## src/hw/vpc_pkg.sv

```systemverilog
// vpc_pkg: constants and types of the parameter group payload codec
// assumes a single 10 MHz system clock; no tool or bus dependencies
package vpc_pkg;

    // ==========================================================
    // clock and repetition timing
    localparam int unsigned CLK_HZ         = 10_000_000;   // system clock rate
    localparam int unsigned MS_PER_S       = 1000;         // unit conversion
    localparam int unsigned WBP_PERIOD_MS  = 100;          // wheel pressure repeat
    localparam int unsigned SUP_PERIOD_MS  = 1000;         // supply pressure repeat
    localparam int unsigned WBP_PERIOD_CYC = CLK_HZ / MS_PER_S * WBP_PERIOD_MS;
    localparam int unsigned SUP_PERIOD_CYC = CLK_HZ / MS_PER_S * SUP_PERIOD_MS;

    // ==========================================================
    // identifier fields
    localparam logic [2:0]  PRIO_WBP   = 3'h6;        // wheel pressure priority
    localparam logic [2:0]  PRIO_SUP   = 3'h6;        // supply pressure priority
    localparam logic [2:0]  PRIO_FUEL  = 3'h7;        // gaseous fuel priority
    localparam logic [2:0]  PRIO_HIST  = 3'h7;        // ecu history priority
    localparam logic        DATA_PAGE  = 1'b0;        // all groups on page zero
    localparam logic [7:0]  PF_GROUPS  = 8'hFE;       // pdu format 254
    localparam logic [7:0]  PS_WBP     = 8'hAD;       // pdu specific 173
    localparam logic [7:0]  PS_SUP     = 8'hAE;       // pdu specific 174
    localparam logic [7:0]  PS_FUEL    = 8'hAF;       // pdu specific 175
    localparam logic [7:0]  PS_HIST    = 8'hB1;       // pdu specific 177
    localparam logic [17:0] PGN_WBP    = 18'h0_FEAD;  // group 65197
    localparam logic [17:0] PGN_SUP    = 18'h0_FEAE;  // group 65198
    localparam logic [17:0] PGN_FUEL   = 18'h0_FEAF;  // group 65199
    localparam logic [17:0] PGN_HIST   = 18'h0_FEB1;  // group 65201
    localparam int unsigned PGN_DP_BIT = 16;          // data page bit of group number
    localparam int unsigned PGN_PF_LSB = 8;           // pdu format field
    localparam int unsigned PGN_PS_LSB = 0;           // pdu specific field
    localparam logic [3:0]  FRAME_LEN  = 4'h8;        // payload bytes

    // ==========================================================
    // payload layout and scaling
    localparam int unsigned BYTE_W          = 8;     // bits per payload byte
    localparam int unsigned WORD_LO_LSB     = 0;     // bytes 1..4
    localparam int unsigned WORD_HI_LSB     = 32;    // bytes 5..8
    localparam int unsigned WBP_CH          = 8;     // wheels in byte order
    localparam int unsigned SUP_CH          = 6;     // supply pressures
    localparam int unsigned WBP_KPA_W       = 11;    // kPa input width
    localparam int unsigned SUP_KPA_W       = 12;    // kPa input width
    localparam int unsigned WBP_KPA_PER_CNT = 5;     // 5 kPa per count
    localparam int unsigned SUP_KPA_PER_CNT = 8;     // 8 kPa per count
    localparam int unsigned WBP_MAX_KPA     = 1250;  // top of valid span
    localparam int unsigned SUP_MAX_KPA     = 2000;  // top of valid span
    localparam int unsigned CODE_VALID_MAX  = 250;   // highest valid byte code
    localparam logic [7:0]  BYTE_UNDEF      = 8'hFF; // not defined byte
    localparam logic [7:0]  BYTE_ERR        = 8'hFE; // out of range indicator

    // ==========================================================
    // types
    typedef enum logic [1:0] {
        GRP_WBP  = 2'b00,
        GRP_SUP  = 2'b01,
        GRP_FUEL = 2'b10,
        GRP_HIST = 2'b11
    } vpc_group_e;

    typedef enum logic {
        ST_IDLE = 1'b0,
        ST_SEND = 1'b1
    } vpc_state_e;

endpackage : vpc_pkg

```

## src/hw/vpc_press_if.sv

```systemverilog
// vpc_press_if: pressure channels in kPa and their one-byte codes
// assumes one producer of kPa values and one converter
`timescale 1ns/1ps
interface vpc_press_if #(
    parameter int unsigned N = 8,
    parameter int unsigned W = 11
) ();
    logic [W-1:0] kpa  [N];   // pressure in kPa per channel
    logic [7:0]   code [N];   // scaled payload byte per channel

    modport src (output kpa, input code);
    modport cvt (input kpa, output code);
endinterface : vpc_press_if

```

## src/hw/vpc_press_scaler.sv

```systemverilog
// vpc_press_scaler: kPa to one-byte code, per channel, combinational
// assumes kPa inputs stable for the cycle that the framer samples
`timescale 1ns/1ps
module vpc_press_scaler #(
    parameter int unsigned N       = 8,
    parameter int unsigned DIV     = 5,
    parameter int unsigned MAX_KPA = 1250
) (
    // channel carrier
    vpc_press_if.cvt prt
);

    // ==========================================================
    // parameter checks
    initial begin
        if (DIV == 0 || MAX_KPA / DIV > vpc_pkg::CODE_VALID_MAX) begin
            $error("vpc_press_scaler: span does not fit a byte");
        end
    end

    // ==========================================================
    // per channel scaling, zero offset
    genvar gi;
    generate
        for (gi = 0; gi < N; gi++) begin : g_ch
            // out of span reads as the error indicator
            assign prt.code[gi] = (prt.kpa[gi] > MAX_KPA) ? vpc_pkg::BYTE_ERR :
                                  8'(prt.kpa[gi] / DIV);
        end
    endgenerate

endmodule : vpc_press_scaler

```

## src/hw/vpc_rate_timer.sv

```systemverilog
// vpc_rate_timer: free running repetition tick, one pulse per period
// assumes sys_clk and synchronous active low rst_b
`timescale 1ns/1ps
module vpc_rate_timer #(
    parameter int unsigned PERIOD = 1000
) (
    // clock and reset
    input  wire logic sys_clk,
    input  wire logic rst_b,
    // tick out
    output logic      tick
);

    localparam int unsigned CW = $clog2(PERIOD + 1);   // counter width
    localparam logic [CW-1:0] LAST = CW'(PERIOD - 1);  // terminal count

    initial begin
        if (PERIOD < 2) begin
            $error("vpc_rate_timer: period must be two cycles or more");
        end
    end

    logic [CW-1:0] cnt_reg;    // cycles into period
    logic [CW-1:0] cnt_next;   // next count

    // ==========================================================
    // next count, wraps at the end of the period
    always_comb begin
        cnt_next = (cnt_reg == LAST) ? '0 : cnt_reg + 1'b1;
    end

    // register
    always_ff @(posedge sys_clk) begin
        if (!rst_b) begin
            cnt_reg <= '0;
        end else begin
            cnt_reg <= cnt_next;
        end
    end

    // pulse on the last cycle of each period
    assign tick = (cnt_reg == LAST);
endmodule : vpc_rate_timer

```

## src/hw/vpc_codec.sv

```systemverilog
// vpc_codec: builds and parses eight-byte payloads of four parameter groups
// assumes inputs from logic on sys_clk; frame transport is outside
// Operation
// - wheel pressure group identity, every 100 ms
// - wheel bytes ordered front, rear1, rear2, rear3
// - wheel byte 5 kPa per count
// - supply group identity, 1 s, bytes 1-2
// - supply bytes 3-6 scaled likewise, 7-8 undefined
// - supply byte 8 kPa per count
// - gaseous fuel group only on request
// - fuel trip then total, 0.5 kg counts
// - history group identity, distance in bytes 1-4
// - history run time in bytes 5-8
`timescale 1ns/1ps
module vpc_codec #(
    parameter int unsigned WBP_PERIOD_CYC = vpc_pkg::WBP_PERIOD_CYC,
    parameter int unsigned SUP_PERIOD_CYC = vpc_pkg::SUP_PERIOD_CYC
) (
    // clock and reset
    input  wire logic        sys_clk,
    input  wire logic        rst_b,
    // measured values to send
    input  wire logic [vpc_pkg::WBP_CH-1:0][vpc_pkg::WBP_KPA_W-1:0] wheel_kpa,
    input  wire logic [vpc_pkg::SUP_CH-1:0][vpc_pkg::SUP_KPA_W-1:0] supply_kpa,
    input  wire logic [31:0] trip_fuel_cnt,
    input  wire logic [31:0] total_fuel_cnt,
    input  wire logic [31:0] distance_cnt,
    input  wire logic [31:0] run_time_cnt,
    // on request triggers
    input  wire logic        req_fuel,
    input  wire logic        req_hist,
    // transmit frame
    output logic             tx_valid,
    input  wire logic        tx_ready,
    output logic [2:0]       tx_priority,
    output logic             tx_data_page,
    output logic [7:0]       tx_pdu_format,
    output logic [7:0]       tx_pdu_specific,
    output logic [17:0]      tx_pgn,
    output logic [3:0]       tx_len,
    output logic [63:0]      tx_payload,
    // receive frame
    input  wire logic        rx_valid,
    input  wire logic [17:0] rx_pgn,
    input  wire logic [63:0] rx_payload,
    // decoded values
    output logic [vpc_pkg::WBP_CH-1:0][vpc_pkg::WBP_KPA_W-1:0] rx_wheel_kpa,
    output logic             rx_wheel_valid,
    output logic [vpc_pkg::SUP_CH-1:0][vpc_pkg::SUP_KPA_W-1:0] rx_supply_kpa,
    output logic             rx_supply_valid,
    output logic [31:0]      rx_trip_fuel,
    output logic [31:0]      rx_total_fuel,
    output logic             rx_fuel_valid,
    output logic [31:0]      rx_distance,
    output logic [31:0]      rx_run_time,
    output logic             rx_hist_valid
);

    localparam int unsigned BW = vpc_pkg::BYTE_W;   // byte width

    // ==========================================================
    // pressure scaling
    vpc_press_if #(.N(vpc_pkg::WBP_CH), .W(vpc_pkg::WBP_KPA_W)) wbp_if ();
    vpc_press_if #(.N(vpc_pkg::SUP_CH), .W(vpc_pkg::SUP_KPA_W)) sup_if ();

    vpc_press_scaler #(
        .N       (vpc_pkg::WBP_CH),
        .DIV     (vpc_pkg::WBP_KPA_PER_CNT),
        .MAX_KPA (vpc_pkg::WBP_MAX_KPA)
    ) u_wbp_scale (
        .prt (wbp_if.cvt)
    );

    vpc_press_scaler #(
        .N       (vpc_pkg::SUP_CH),
        .DIV     (vpc_pkg::SUP_KPA_PER_CNT),
        .MAX_KPA (vpc_pkg::SUP_MAX_KPA)
    ) u_sup_scale (
        .prt (sup_if.cvt)
    );

    logic [63:0] wbp_word;   // wheel pressure payload
    logic [63:0] sup_word;   // supply pressure payload
    logic [vpc_pkg::WBP_CH-1:0][vpc_pkg::WBP_KPA_W-1:0] wbp_dec;   // rx wheel kPa
    logic [vpc_pkg::SUP_CH-1:0][vpc_pkg::SUP_KPA_W-1:0] sup_dec;   // rx supply kPa

    // per wheel: byte i is wheel i, front left first
    genvar gw;
    generate
        for (gw = 0; gw < vpc_pkg::WBP_CH; gw++) begin : g_wbp
            assign wbp_if.kpa[gw]         = wheel_kpa[gw];
            assign wbp_word[gw*BW +: BW]  = wbp_if.code[gw];
            assign wbp_dec[gw] = vpc_pkg::WBP_KPA_W'(rx_payload[gw*BW +: BW]
                                 * vpc_pkg::WBP_KPA_PER_CNT);
        end
    endgenerate

    // per supply channel, then undefined fill above
    genvar gs;
    generate
        for (gs = 0; gs < vpc_pkg::SUP_CH; gs++) begin : g_sup
            assign sup_if.kpa[gs]        = supply_kpa[gs];
            assign sup_word[gs*BW +: BW] = sup_if.code[gs];
            assign sup_dec[gs] = vpc_pkg::SUP_KPA_W'(rx_payload[gs*BW +: BW]
                                 * vpc_pkg::SUP_KPA_PER_CNT);
        end
    endgenerate
    // bytes 7 and 8 carry all ones
    assign sup_word[63:vpc_pkg::SUP_CH*BW] = {vpc_pkg::BYTE_UNDEF, vpc_pkg::BYTE_UNDEF};

    // ==========================================================
    // repetition timers
    logic wbp_tick;   // 100 ms pulse
    logic sup_tick;   // 1 s pulse

    vpc_rate_timer #(.PERIOD(WBP_PERIOD_CYC)) u_wbp_tmr (
        .sys_clk (sys_clk),
        .rst_b   (rst_b),
        .tick    (wbp_tick)
    );

    vpc_rate_timer #(.PERIOD(SUP_PERIOD_CYC)) u_sup_tmr (
        .sys_clk (sys_clk),
        .rst_b   (rst_b),
        .tick    (sup_tick)
    );

    // ==========================================================
    // transmit scheduler
    vpc_pkg::vpc_state_e st_reg,   st_next;     // launch state
    logic [3:0]          pend_reg, pend_next;   // groups waiting, one bit each
    logic [2:0]          prio_reg, prio_next;   // latched priority
    logic [17:0]         pgn_reg,  pgn_next;    // latched group number
    logic [63:0]         pay_reg,  pay_next;    // latched payload
    vpc_pkg::vpc_group_e pick;                  // highest waiting group
    logic [3:0]          set_v;                 // new demands
    logic [3:0]          clr_v;                 // group launched now
    logic                launch;                // frame loaded this cycle

    // fixed order: wheel, supply, fuel, history
    always_comb begin
        if (pend_reg[vpc_pkg::GRP_WBP]) begin
            pick = vpc_pkg::GRP_WBP;
        end else if (pend_reg[vpc_pkg::GRP_SUP]) begin
            pick = vpc_pkg::GRP_SUP;
        end else if (pend_reg[vpc_pkg::GRP_FUEL]) begin
            pick = vpc_pkg::GRP_FUEL;
        end else begin
            pick = vpc_pkg::GRP_HIST;
        end
    end

    // next state, waiting set and frame contents
    always_comb begin
        st_next   = st_reg;
        prio_next = prio_reg;
        pgn_next  = pgn_reg;
        pay_next  = pay_reg;
        launch    = 1'b0;
        clr_v     = '0;
        // periodic groups by timer, fuel and history only on request
        set_v = {req_hist, req_fuel, sup_tick, wbp_tick};
        case (st_reg)
            vpc_pkg::ST_IDLE: begin
                if (pend_reg != '0) begin
                    launch       = 1'b1;
                    clr_v[pick]  = 1'b1;
                    st_next      = vpc_pkg::ST_SEND;
                    case (pick)
                        vpc_pkg::GRP_WBP: begin
                            prio_next = vpc_pkg::PRIO_WBP;
                            pgn_next  = vpc_pkg::PGN_WBP;
                            pay_next  = wbp_word;
                        end
                        vpc_pkg::GRP_SUP: begin
                            prio_next = vpc_pkg::PRIO_SUP;
                            pgn_next  = vpc_pkg::PGN_SUP;
                            pay_next  = sup_word;
                        end
                        vpc_pkg::GRP_FUEL: begin
                            prio_next = vpc_pkg::PRIO_FUEL;
                            pgn_next  = vpc_pkg::PGN_FUEL;
                            pay_next  = {total_fuel_cnt, trip_fuel_cnt};
                        end
                        default: begin
                            prio_next = vpc_pkg::PRIO_HIST;
                            pgn_next  = vpc_pkg::PGN_HIST;
                            pay_next  = {run_time_cnt, distance_cnt};
                        end
                    endcase
                end
            end
            vpc_pkg::ST_SEND: begin
                // hold the frame until the transport takes it
                if (tx_ready) begin
                    st_next = vpc_pkg::ST_IDLE;
                end
            end
            default: begin
                st_next = vpc_pkg::ST_IDLE;
            end
        endcase
        // a demand in the launch cycle stays waiting
        pend_next = (pend_reg & ~clr_v) | set_v;
    end

    // register
    always_ff @(posedge sys_clk) begin
        if (!rst_b) begin
            st_reg   <= vpc_pkg::ST_IDLE;
            pend_reg <= '0;
            prio_reg <= '0;
            pgn_reg  <= '0;
            pay_reg  <= '0;
        end else begin
            st_reg   <= st_next;
            pend_reg <= pend_next;
            prio_reg <= prio_next;
            pgn_reg  <= pgn_next;
            pay_reg  <= pay_next;
        end
    end

    // frame outputs straight from the latched fields, length fixed at FRAME_LEN
    assign tx_valid        = (st_reg == vpc_pkg::ST_SEND);
    assign tx_priority     = prio_reg;
    assign tx_pgn          = pgn_reg;
    assign tx_data_page    = pgn_reg[vpc_pkg::PGN_DP_BIT];
    assign tx_pdu_format   = pgn_reg[vpc_pkg::PGN_PF_LSB +: BW];
    assign tx_pdu_specific = pgn_reg[vpc_pkg::PGN_PS_LSB +: BW];
    assign tx_len          = vpc_pkg::FRAME_LEN;
    assign tx_payload      = pay_reg;

    // ==========================================================
    // receive parser
    logic [vpc_pkg::WBP_CH-1:0][vpc_pkg::WBP_KPA_W-1:0] rwb_reg, rwb_next;   // wheels
    logic [vpc_pkg::SUP_CH-1:0][vpc_pkg::SUP_KPA_W-1:0] rsp_reg, rsp_next;   // supplies
    logic [31:0] rtf_reg, rtf_next;    // trip fuel
    logic [31:0] rto_reg, rto_next;    // total fuel
    logic [31:0] rds_reg, rds_next;    // distance
    logic [31:0] rrt_reg, rrt_next;    // run time
    logic [3:0]  rstb_reg, rstb_next;  // per group update pulses

    // decode by group number, bytes 7-8 of supply are never read
    always_comb begin
        rwb_next  = rwb_reg;
        rsp_next  = rsp_reg;
        rtf_next  = rtf_reg;
        rto_next  = rto_reg;
        rds_next  = rds_reg;
        rrt_next  = rrt_reg;
        rstb_next = '0;
        if (rx_valid) begin
            case (rx_pgn)
                vpc_pkg::PGN_WBP: begin
                    rwb_next                   = wbp_dec;
                    rstb_next[vpc_pkg::GRP_WBP] = 1'b1;
                end
                vpc_pkg::PGN_SUP: begin
                    rsp_next                   = sup_dec;
                    rstb_next[vpc_pkg::GRP_SUP] = 1'b1;
                end
                vpc_pkg::PGN_FUEL: begin
                    rtf_next = rx_payload[vpc_pkg::WORD_LO_LSB +: 32];
                    rto_next = rx_payload[vpc_pkg::WORD_HI_LSB +: 32];
                    rstb_next[vpc_pkg::GRP_FUEL] = 1'b1;
                end
                vpc_pkg::PGN_HIST: begin
                    rds_next = rx_payload[vpc_pkg::WORD_LO_LSB +: 32];
                    rrt_next = rx_payload[vpc_pkg::WORD_HI_LSB +: 32];
                    rstb_next[vpc_pkg::GRP_HIST] = 1'b1;
                end
                default: begin
                    rstb_next = '0;
                end
            endcase
        end
    end

    // register
    always_ff @(posedge sys_clk) begin
        if (!rst_b) begin
            rwb_reg  <= '0;
            rsp_reg  <= '0;
            rtf_reg  <= '0;
            rto_reg  <= '0;
            rds_reg  <= '0;
            rrt_reg  <= '0;
            rstb_reg <= '0;
        end else begin
            rwb_reg  <= rwb_next;
            rsp_reg  <= rsp_next;
            rtf_reg  <= rtf_next;
            rto_reg  <= rto_next;
            rds_reg  <= rds_next;
            rrt_reg  <= rrt_next;
            rstb_reg <= rstb_next;
        end
    end

    assign rx_wheel_kpa    = rwb_reg;
    assign rx_supply_kpa   = rsp_reg;
    assign rx_trip_fuel    = rtf_reg;
    assign rx_total_fuel   = rto_reg;
    assign rx_distance     = rds_reg;
    assign rx_run_time     = rrt_reg;
    assign rx_wheel_valid  = rstb_reg[vpc_pkg::GRP_WBP];
    assign rx_supply_valid = rstb_reg[vpc_pkg::GRP_SUP];
    assign rx_fuel_valid   = rstb_reg[vpc_pkg::GRP_FUEL];
    assign rx_hist_valid   = rstb_reg[vpc_pkg::GRP_HIST];
endmodule : vpc_codec

```

## config.mk

```make
export PLATFORM = sky130hd
export DESIGN_NAME = vpc_codec
export DESIGN_NICKNAME = d
export VERILOG_FILES = /design/src/hw/vpc_pkg.sv /design/src/hw/vpc_press_if.sv /design/src/hw/vpc_press_scaler.sv /design/src/hw/vpc_rate_timer.sv /design/src/hw/vpc_codec.sv
export SDC_FILE = /design/constraint.sdc
export NUM_CORES = 1
export LEC_CHECK = 0
export ABC_AREA = 1
export BUFFER_PORTS_ARGS = -buffer_cell sky130_fd_sc_hd__buf_2
export CAP_MARGIN = 10
export CORE_AREA = 2 2 301 303
export DETAILED_ROUTE_END_ITERATION = 6
export DIE_AREA = 0 0 303 305
export GPL_ROUTABILITY_DRIVEN = 0
export HOLD_SLACK_MARGIN = 0.15
export PLACE_DENSITY = 0.6
export SLEW_MARGIN = 10
export SYNTH_ARGS = -nofsm -noshare
export SYNTH_HDL_FRONTEND = slang
export SYNTH_SLANG_ARGS = --single-unit
```

## constraint.sdc

```tcl
create_clock -name sys_clk -period 8.1 [get_ports sys_clk]
set_input_delay 1.62 -clock sys_clk [delete_from_list [all_inputs] [get_ports sys_clk]]
set_output_delay 1.62 -clock sys_clk [all_outputs]
set_load 0.1 [all_outputs]
```

### Word-level counts from Yosys, hierarchy flattened

Index checks and enable logic that the tools add are counted.

* register bits: 402
* input port bits: 376
* word-level logic and storage cells: 116
* output and inout port bits: 399

* reduce and logical (&&, ||, !) cells: 12
* bitwise gates (word level): 5
* equal/unequal tests: 8
* $add $sub $neg: 2
* div/mod/pow operators: 8
* magnitude comparators: 16
* mux-type cells: 31
* multiply operators: 8

Operators by type and width (number)
* 11-bit by 3-bit divider with 32-bit output, second input constant: 8
* 64-bit case mux with 3 select lines: 1
* 8-bit 2-to-1 mux: 14
* 11-bit > comparator, second input constant: 8
* 8-bit by 3-bit multiplier with 11-bit output, second input constant: 8
* 18-bit by 16-bit == test with 1-bit output, second input constant: 4
* 12-bit by 11-bit > comparator with 1-bit output, second input constant: 6
* 24-bit by 1-bit adder with 24-bit output, second input constant: 1
* 24-bit == test, second input constant: 1
* 20-bit by 1-bit adder with 20-bit output, second input constant: 1
* 20-bit == test, second input constant: 1
* 5-bit case mux with 3 select lines: 1
* 2-bit AND reduction: 6
* 1-bit 2-to-1 mux: 9
* 4-bit 2-to-1 mux: 2
* 2-bit OR reduction: 3
* 4-bit AND: 1
* 2-bit 2-to-1 mux: 2
* 4-bit NOT: 1
* 4-bit OR: 1
* 4-bit nonzero test: 1
* 2-bit by 3-bit < comparator with 1-bit output, second input constant: 1
* 1-bit demux with 2-bit select: 1
* 2-bit by 1-bit == test with 1-bit output, second input constant: 1
* other kinds (6): 7

### Depth between registers and ports, before layout

* depth in word-level cells: 12
* mapped depth: 55

### Cells and area by module

From an unflattened synthesis, not the netlist that was laid out.

* cells, all modules: 6602
* area, all modules: 37867.6 µm²

By module, submodules not included
* vpc_codec: cells an instance 3005, times used 1, seq. area each 6866.6 µm², area each 18754.2 µm²
* vpc_press_scaler (u_wbp_scale): cells an instance 3012, times used 1, seq. area each 0.0 µm², area each 15792.6 µm²
* vpc_rate_timer (u_sup_tmr): cells an instance 210, times used 1, seq. area each 480.5 µm², area each 1390.1 µm²
* vpc_rate_timer (u_wbp_tmr): cells an instance 165, times used 1, seq. area each 400.4 µm², area each 1097.3 µm²
* vpc_press_scaler (u_sup_scale): cells an instance 210, times used 1, seq. area each 0.0 µm², area each 833.3 µm²

### Worst setup path after synthesis

OpenSTA, ideal clock, no wires.

* path kind: input-to-reg
* start: in wheel_kpa[9] (netlist name)
* end: reg pay_reg[0], in the netlist tx_payload[0]
* stages on the path: 47
* library setup time: 0.134 ns
* slack: 1.570 ns
* data arrival time: 6.396 ns
* required time: 7.966 ns
* buffers on the path: 1
* path through: inv_1 > nand2_2 > ha_1 > o21ai_1 > nand2_1 > o21ai_1 > nand3_1 > nand2_2 > nand3_2 > nand2_1 > nand3_1 > nand2_4 > nand3_4 > nand3_2 > nand2_1 > nor2_8 > nand3_4 > nand2_1 > [... 11 more ...] > nand2_1 > inv_1 > ha_1 > inv_1 > nand3_1 > nand2_1 > nand2_1 > nor2_4 > nand3_1 > buf_4 > nand2_1 > nand3_1 > nor2_1 > nand3_1 > nand2_1 > nand2_1 > nand2_1 > a21oi_1

* longest elaborated chain between the ends: 3

Ends and longest elaborated chain
* start, declared: RTL line vpc_codec.sv:23 `input wire logic [vpc_pkg::WBP_CH-1:0][vpc_pkg::WBP_KPA_W-1:0] wheel_kpa,`
* 11-bit by 3-bit divider with 32-bit output or 11-bit > comparator (tied branches): RTL line vpc_press_scaler.sv:28, vpc_press_scaler.sv:27
* 8-bit 2-to-1 mux *: RTL line vpc_press_scaler.sv:27 `assign prt.code[gi] = (prt.kpa[gi] > MAX_KPA) ? vpc_pkg::BYTE_ERR :`
* 64-bit case mux with 3 select lines *: RTL line vpc_codec.sv:169 `case (pick)`
* end signal, assigned: RTL line vpc_codec.sv:220 `pay_reg <= pay_next;`
* end, declared: RTL line vpc_codec.sv:134 `logic [63:0] pay_reg, pay_next;`

Mark *: on every way between the ends. The rest lies on a longest branch, timed or not.
A chain may end at the register's enable or synchronous reset.

### Worst setup path after layout

* start: in wheel_kpa[85] (netlist name)
* end: reg pay_reg[56], in the netlist tx_payload[56]

The elaborated chain is that of the path after synthesis.

==> results.yml <==
timing:
  setup_tns_ns: 0
  slew_violations: 0
  fmax_ghz: 0.137
  fin_crit_sh: 0.902
  worstMarginPinSlew_ns: 1.04
  skew_ns: 0.0188
  layout_min_cycle_time_ns: 7.30
  final-setup-viol-count: 0
  rsz0062_at_grt: "false"
  max_slew_margin: 0.307
  hold_viol_final: 0
global_route:
  grt_pass1_wl_um: 183000
  grt_overflow_total: 0
  antenna_found_initial: 20
  grt_usage: 0.246
  grt_pass1_vias: 33700
  grt_max_degree: 102
logic_synthesis:
  syn_area_per_cell_um2: 6.25
  async_flop_share: 0
  ys_ff_latch: 387
  ys_warn_count: 0
  synthesis.area_mm2: 0.0335
  synth_cells: 5363
  yosysTopAreaCell: "dfxtp_1"
  ys_seq_area_frac: 0.231
  synth_ff_type: "dfxtp_1"
  synth_edf_count: 0
  ys_top_cells_by_area: "dfxtp_1 23%, nand2_1 16%, inv_1 6.6%"
  yosysMostFrequentCell: "nand2_1"
  synth_cell_types: 64
  ys_top_cells_by_count: "1404 x nand2_1, 587 x inv_1, 529 x nor2_1"
  netlist.area_leader.share: 0.231
cells_and_area:
  n_fill_cell: 9544
  largest_reg_flops: 88
  fin_nets: 6508
  multi_input_area_mm2: 0.0221
  finalNonFillerCells: 7216
  area_delta_synth_final_pct: 17.7
  drive_above_1_share: 0.218
  regArea_mm2: 0.00775
route:
  wl_um: 119000
  wire_per_inst_um: 16.5
  drc: 106
  detail-route-antenna-nets: 0
  num_vias: 36500
  dr.pass1.iters: 7
  via_per_inst: 5.06
  first_iter_violations: 2491
clocking:
  htree_levels: 2
  cts.sinks: 387
  ctsLongestPathBuffers: 3
  cts_buffers: 46
  cts_setup_buffers: 0
  ctsResizeCount: 0
  cts_tree: "built"
  clk_latency_ns: 0.61
  cts_hold_buf: 0
  clock-root-buffer: "clkbuf_16"
  clkTransAtPathRegs_ns: 0.06
status:
  outcome: "finished, violations left"
  violations: "DRC"
place:
  place_inst: 7124
  dpl.hpwl_um: 93200
  numPortBuffers: 739
floorplanning:
  core-area_mm2: 0.0893
  start_util: 0.375
  rows: 110
  dieHeight_um: 305
  die_x_um: 303
  io-pin-count: 775
  die-area_mm2: 0.0924
critical_path:
  critical_path_class: "in -> reg"
  crit_arrival_ns: 7.74
  start_kind: "input pin"
  crit_slowest_cell: "nand3_4"
  worst_path_most_repeated_cell: "nand2_1"
  critPathTopFamily: "simple AND/OR/NAND/NOR gates"
  cp-end-kind: "register"
  critPathBufInv: 7
  cp_data_required_time_ns: 8.54
  slowest_delay_ns: 0.33
  crit_fanout: 24
power:
  peakVddDrop_v: 0.000164
  cellPowerDensity_mw_per_mm2: 237
  power.leakage_nw: 20.6
run:
  cap_violations: 0
min_path:
  hold_path.class: "reg -> reg"
through the flow:
step | util | instance area (um^2) | setup slack [ns] | total power (W) | hold slack [ns]
6_report | 0.442 | 39500 | 0.796 | 0.00934 | 0.442
3_5_place_dp | 0.425 | 37900 | 0.138 | 0.00724 | 0.434
2_1_floorplan | - | 33600 | 1.57 | 0.00631 | 0.418
3_3_place_gp | 0.425 | 37900 | 0.209 | 0.00721 | 0.429
4_1_cts | 0.441 | 39400 | 0.788 | 0.00938 | 0.443
5_1_grt | 0.442 | 39400 | 0.0509 | 0.0101 | 0.456
cell families (layout without fill, tap and decap cells):
| group | count (synthesis) | count (layout) | share of synthesized area |
|---|---|---|---|
| AND/OR/NAND/NOR | 2964 | 2964 | 0.431 |
| flip-flops | 387 | 387 | 0.231 |
| other | 2 | 47 | 0.000224 |
| XOR/XNOR | 136 | 136 | 0.0355 |
| buffers and inverters | 902 | 1534 | 0.113 |
| adder cells (fa/ha/maj) | 136 | 136 | 0.0526 |
| AO/OA/AOI/OAI | 836 | 836 | 0.137 |
cell type report:
type	count	area share
Multi-Input combinational cell	4107	0.561
Antenna cell	12	0.000761
Sequential cell	387	0.196
Tap cell	1176	0.0373
Clock buffer	68	0.0338
Clock inverter	12	0.00409
Timing Repair Buffer	782	0.102
Inverter	672	0.0643
routing by layer:
layer / track usage / routed length (um)
met1: 0.308 / 51500
met2: 0.414 / 55000
met3: 0.0505 / 8240
met4: 0.0856 / 4120
met5: 0 / 44
power breakdown:
part	internal [W]	total (W)	switching, W
Clock	0.00121	0.00211	0.000899
Combinational	0.00163	0.00527	0.00364
Sequential	0.00194	0.00197	0.0000282
tightest hold or removal path, delay by kind of cell (launching register included):
kind	cells	cell delay (ns)
AO/OA/AOI/OAI	1	0.05
buffers and inverters	1	0.04
flip-flops	1	0.30
path summary, 6_finish.rpt:
| kind | depth (start not counted) | end | startpoint | slack, ns |
|---|---|---|---|---|
| max | 47 | tx_payload[56] | wheel_kpa[85] | 0.80 |
| min | 2 | rx_trip_fuel[20] | rx_trip_fuel[20] | 0.44 |
| max reg2reg | 9 | tx_payload[47] | pend_reg[1] | 4.45 |
| min reg2reg | 2 | rx_trip_fuel[20] | rx_trip_fuel[20] | 0.44 |
cell usage in the layout (no fill, tap or decap), drive strengths merged, types with 2 or more instances in the layout:
cell,n
o211ai,16
fa,8
o31ai,6
clkinv,13
a21o,3
clkinvlp,3
nand3b,47
o211a,7
a41oi,7
or2,13
nor3b,14
ha,128
a22o,8
clkbuf,68
bufinv,2
nor3,29
xor2,92
nor2,615
a32oi,6
diode,12
o21bai,7
dfxtp,387
a21oi,248
nand3,494
conb,35
buf,782
nor4,14
a31oi,75
inv,666
a211oi,2
nand4,167
xnor2,44
or4,6
o21ai,443
o21a,3
and2,8
nand2,1556
Note: power is estimated with default switching activity, not from simulation.
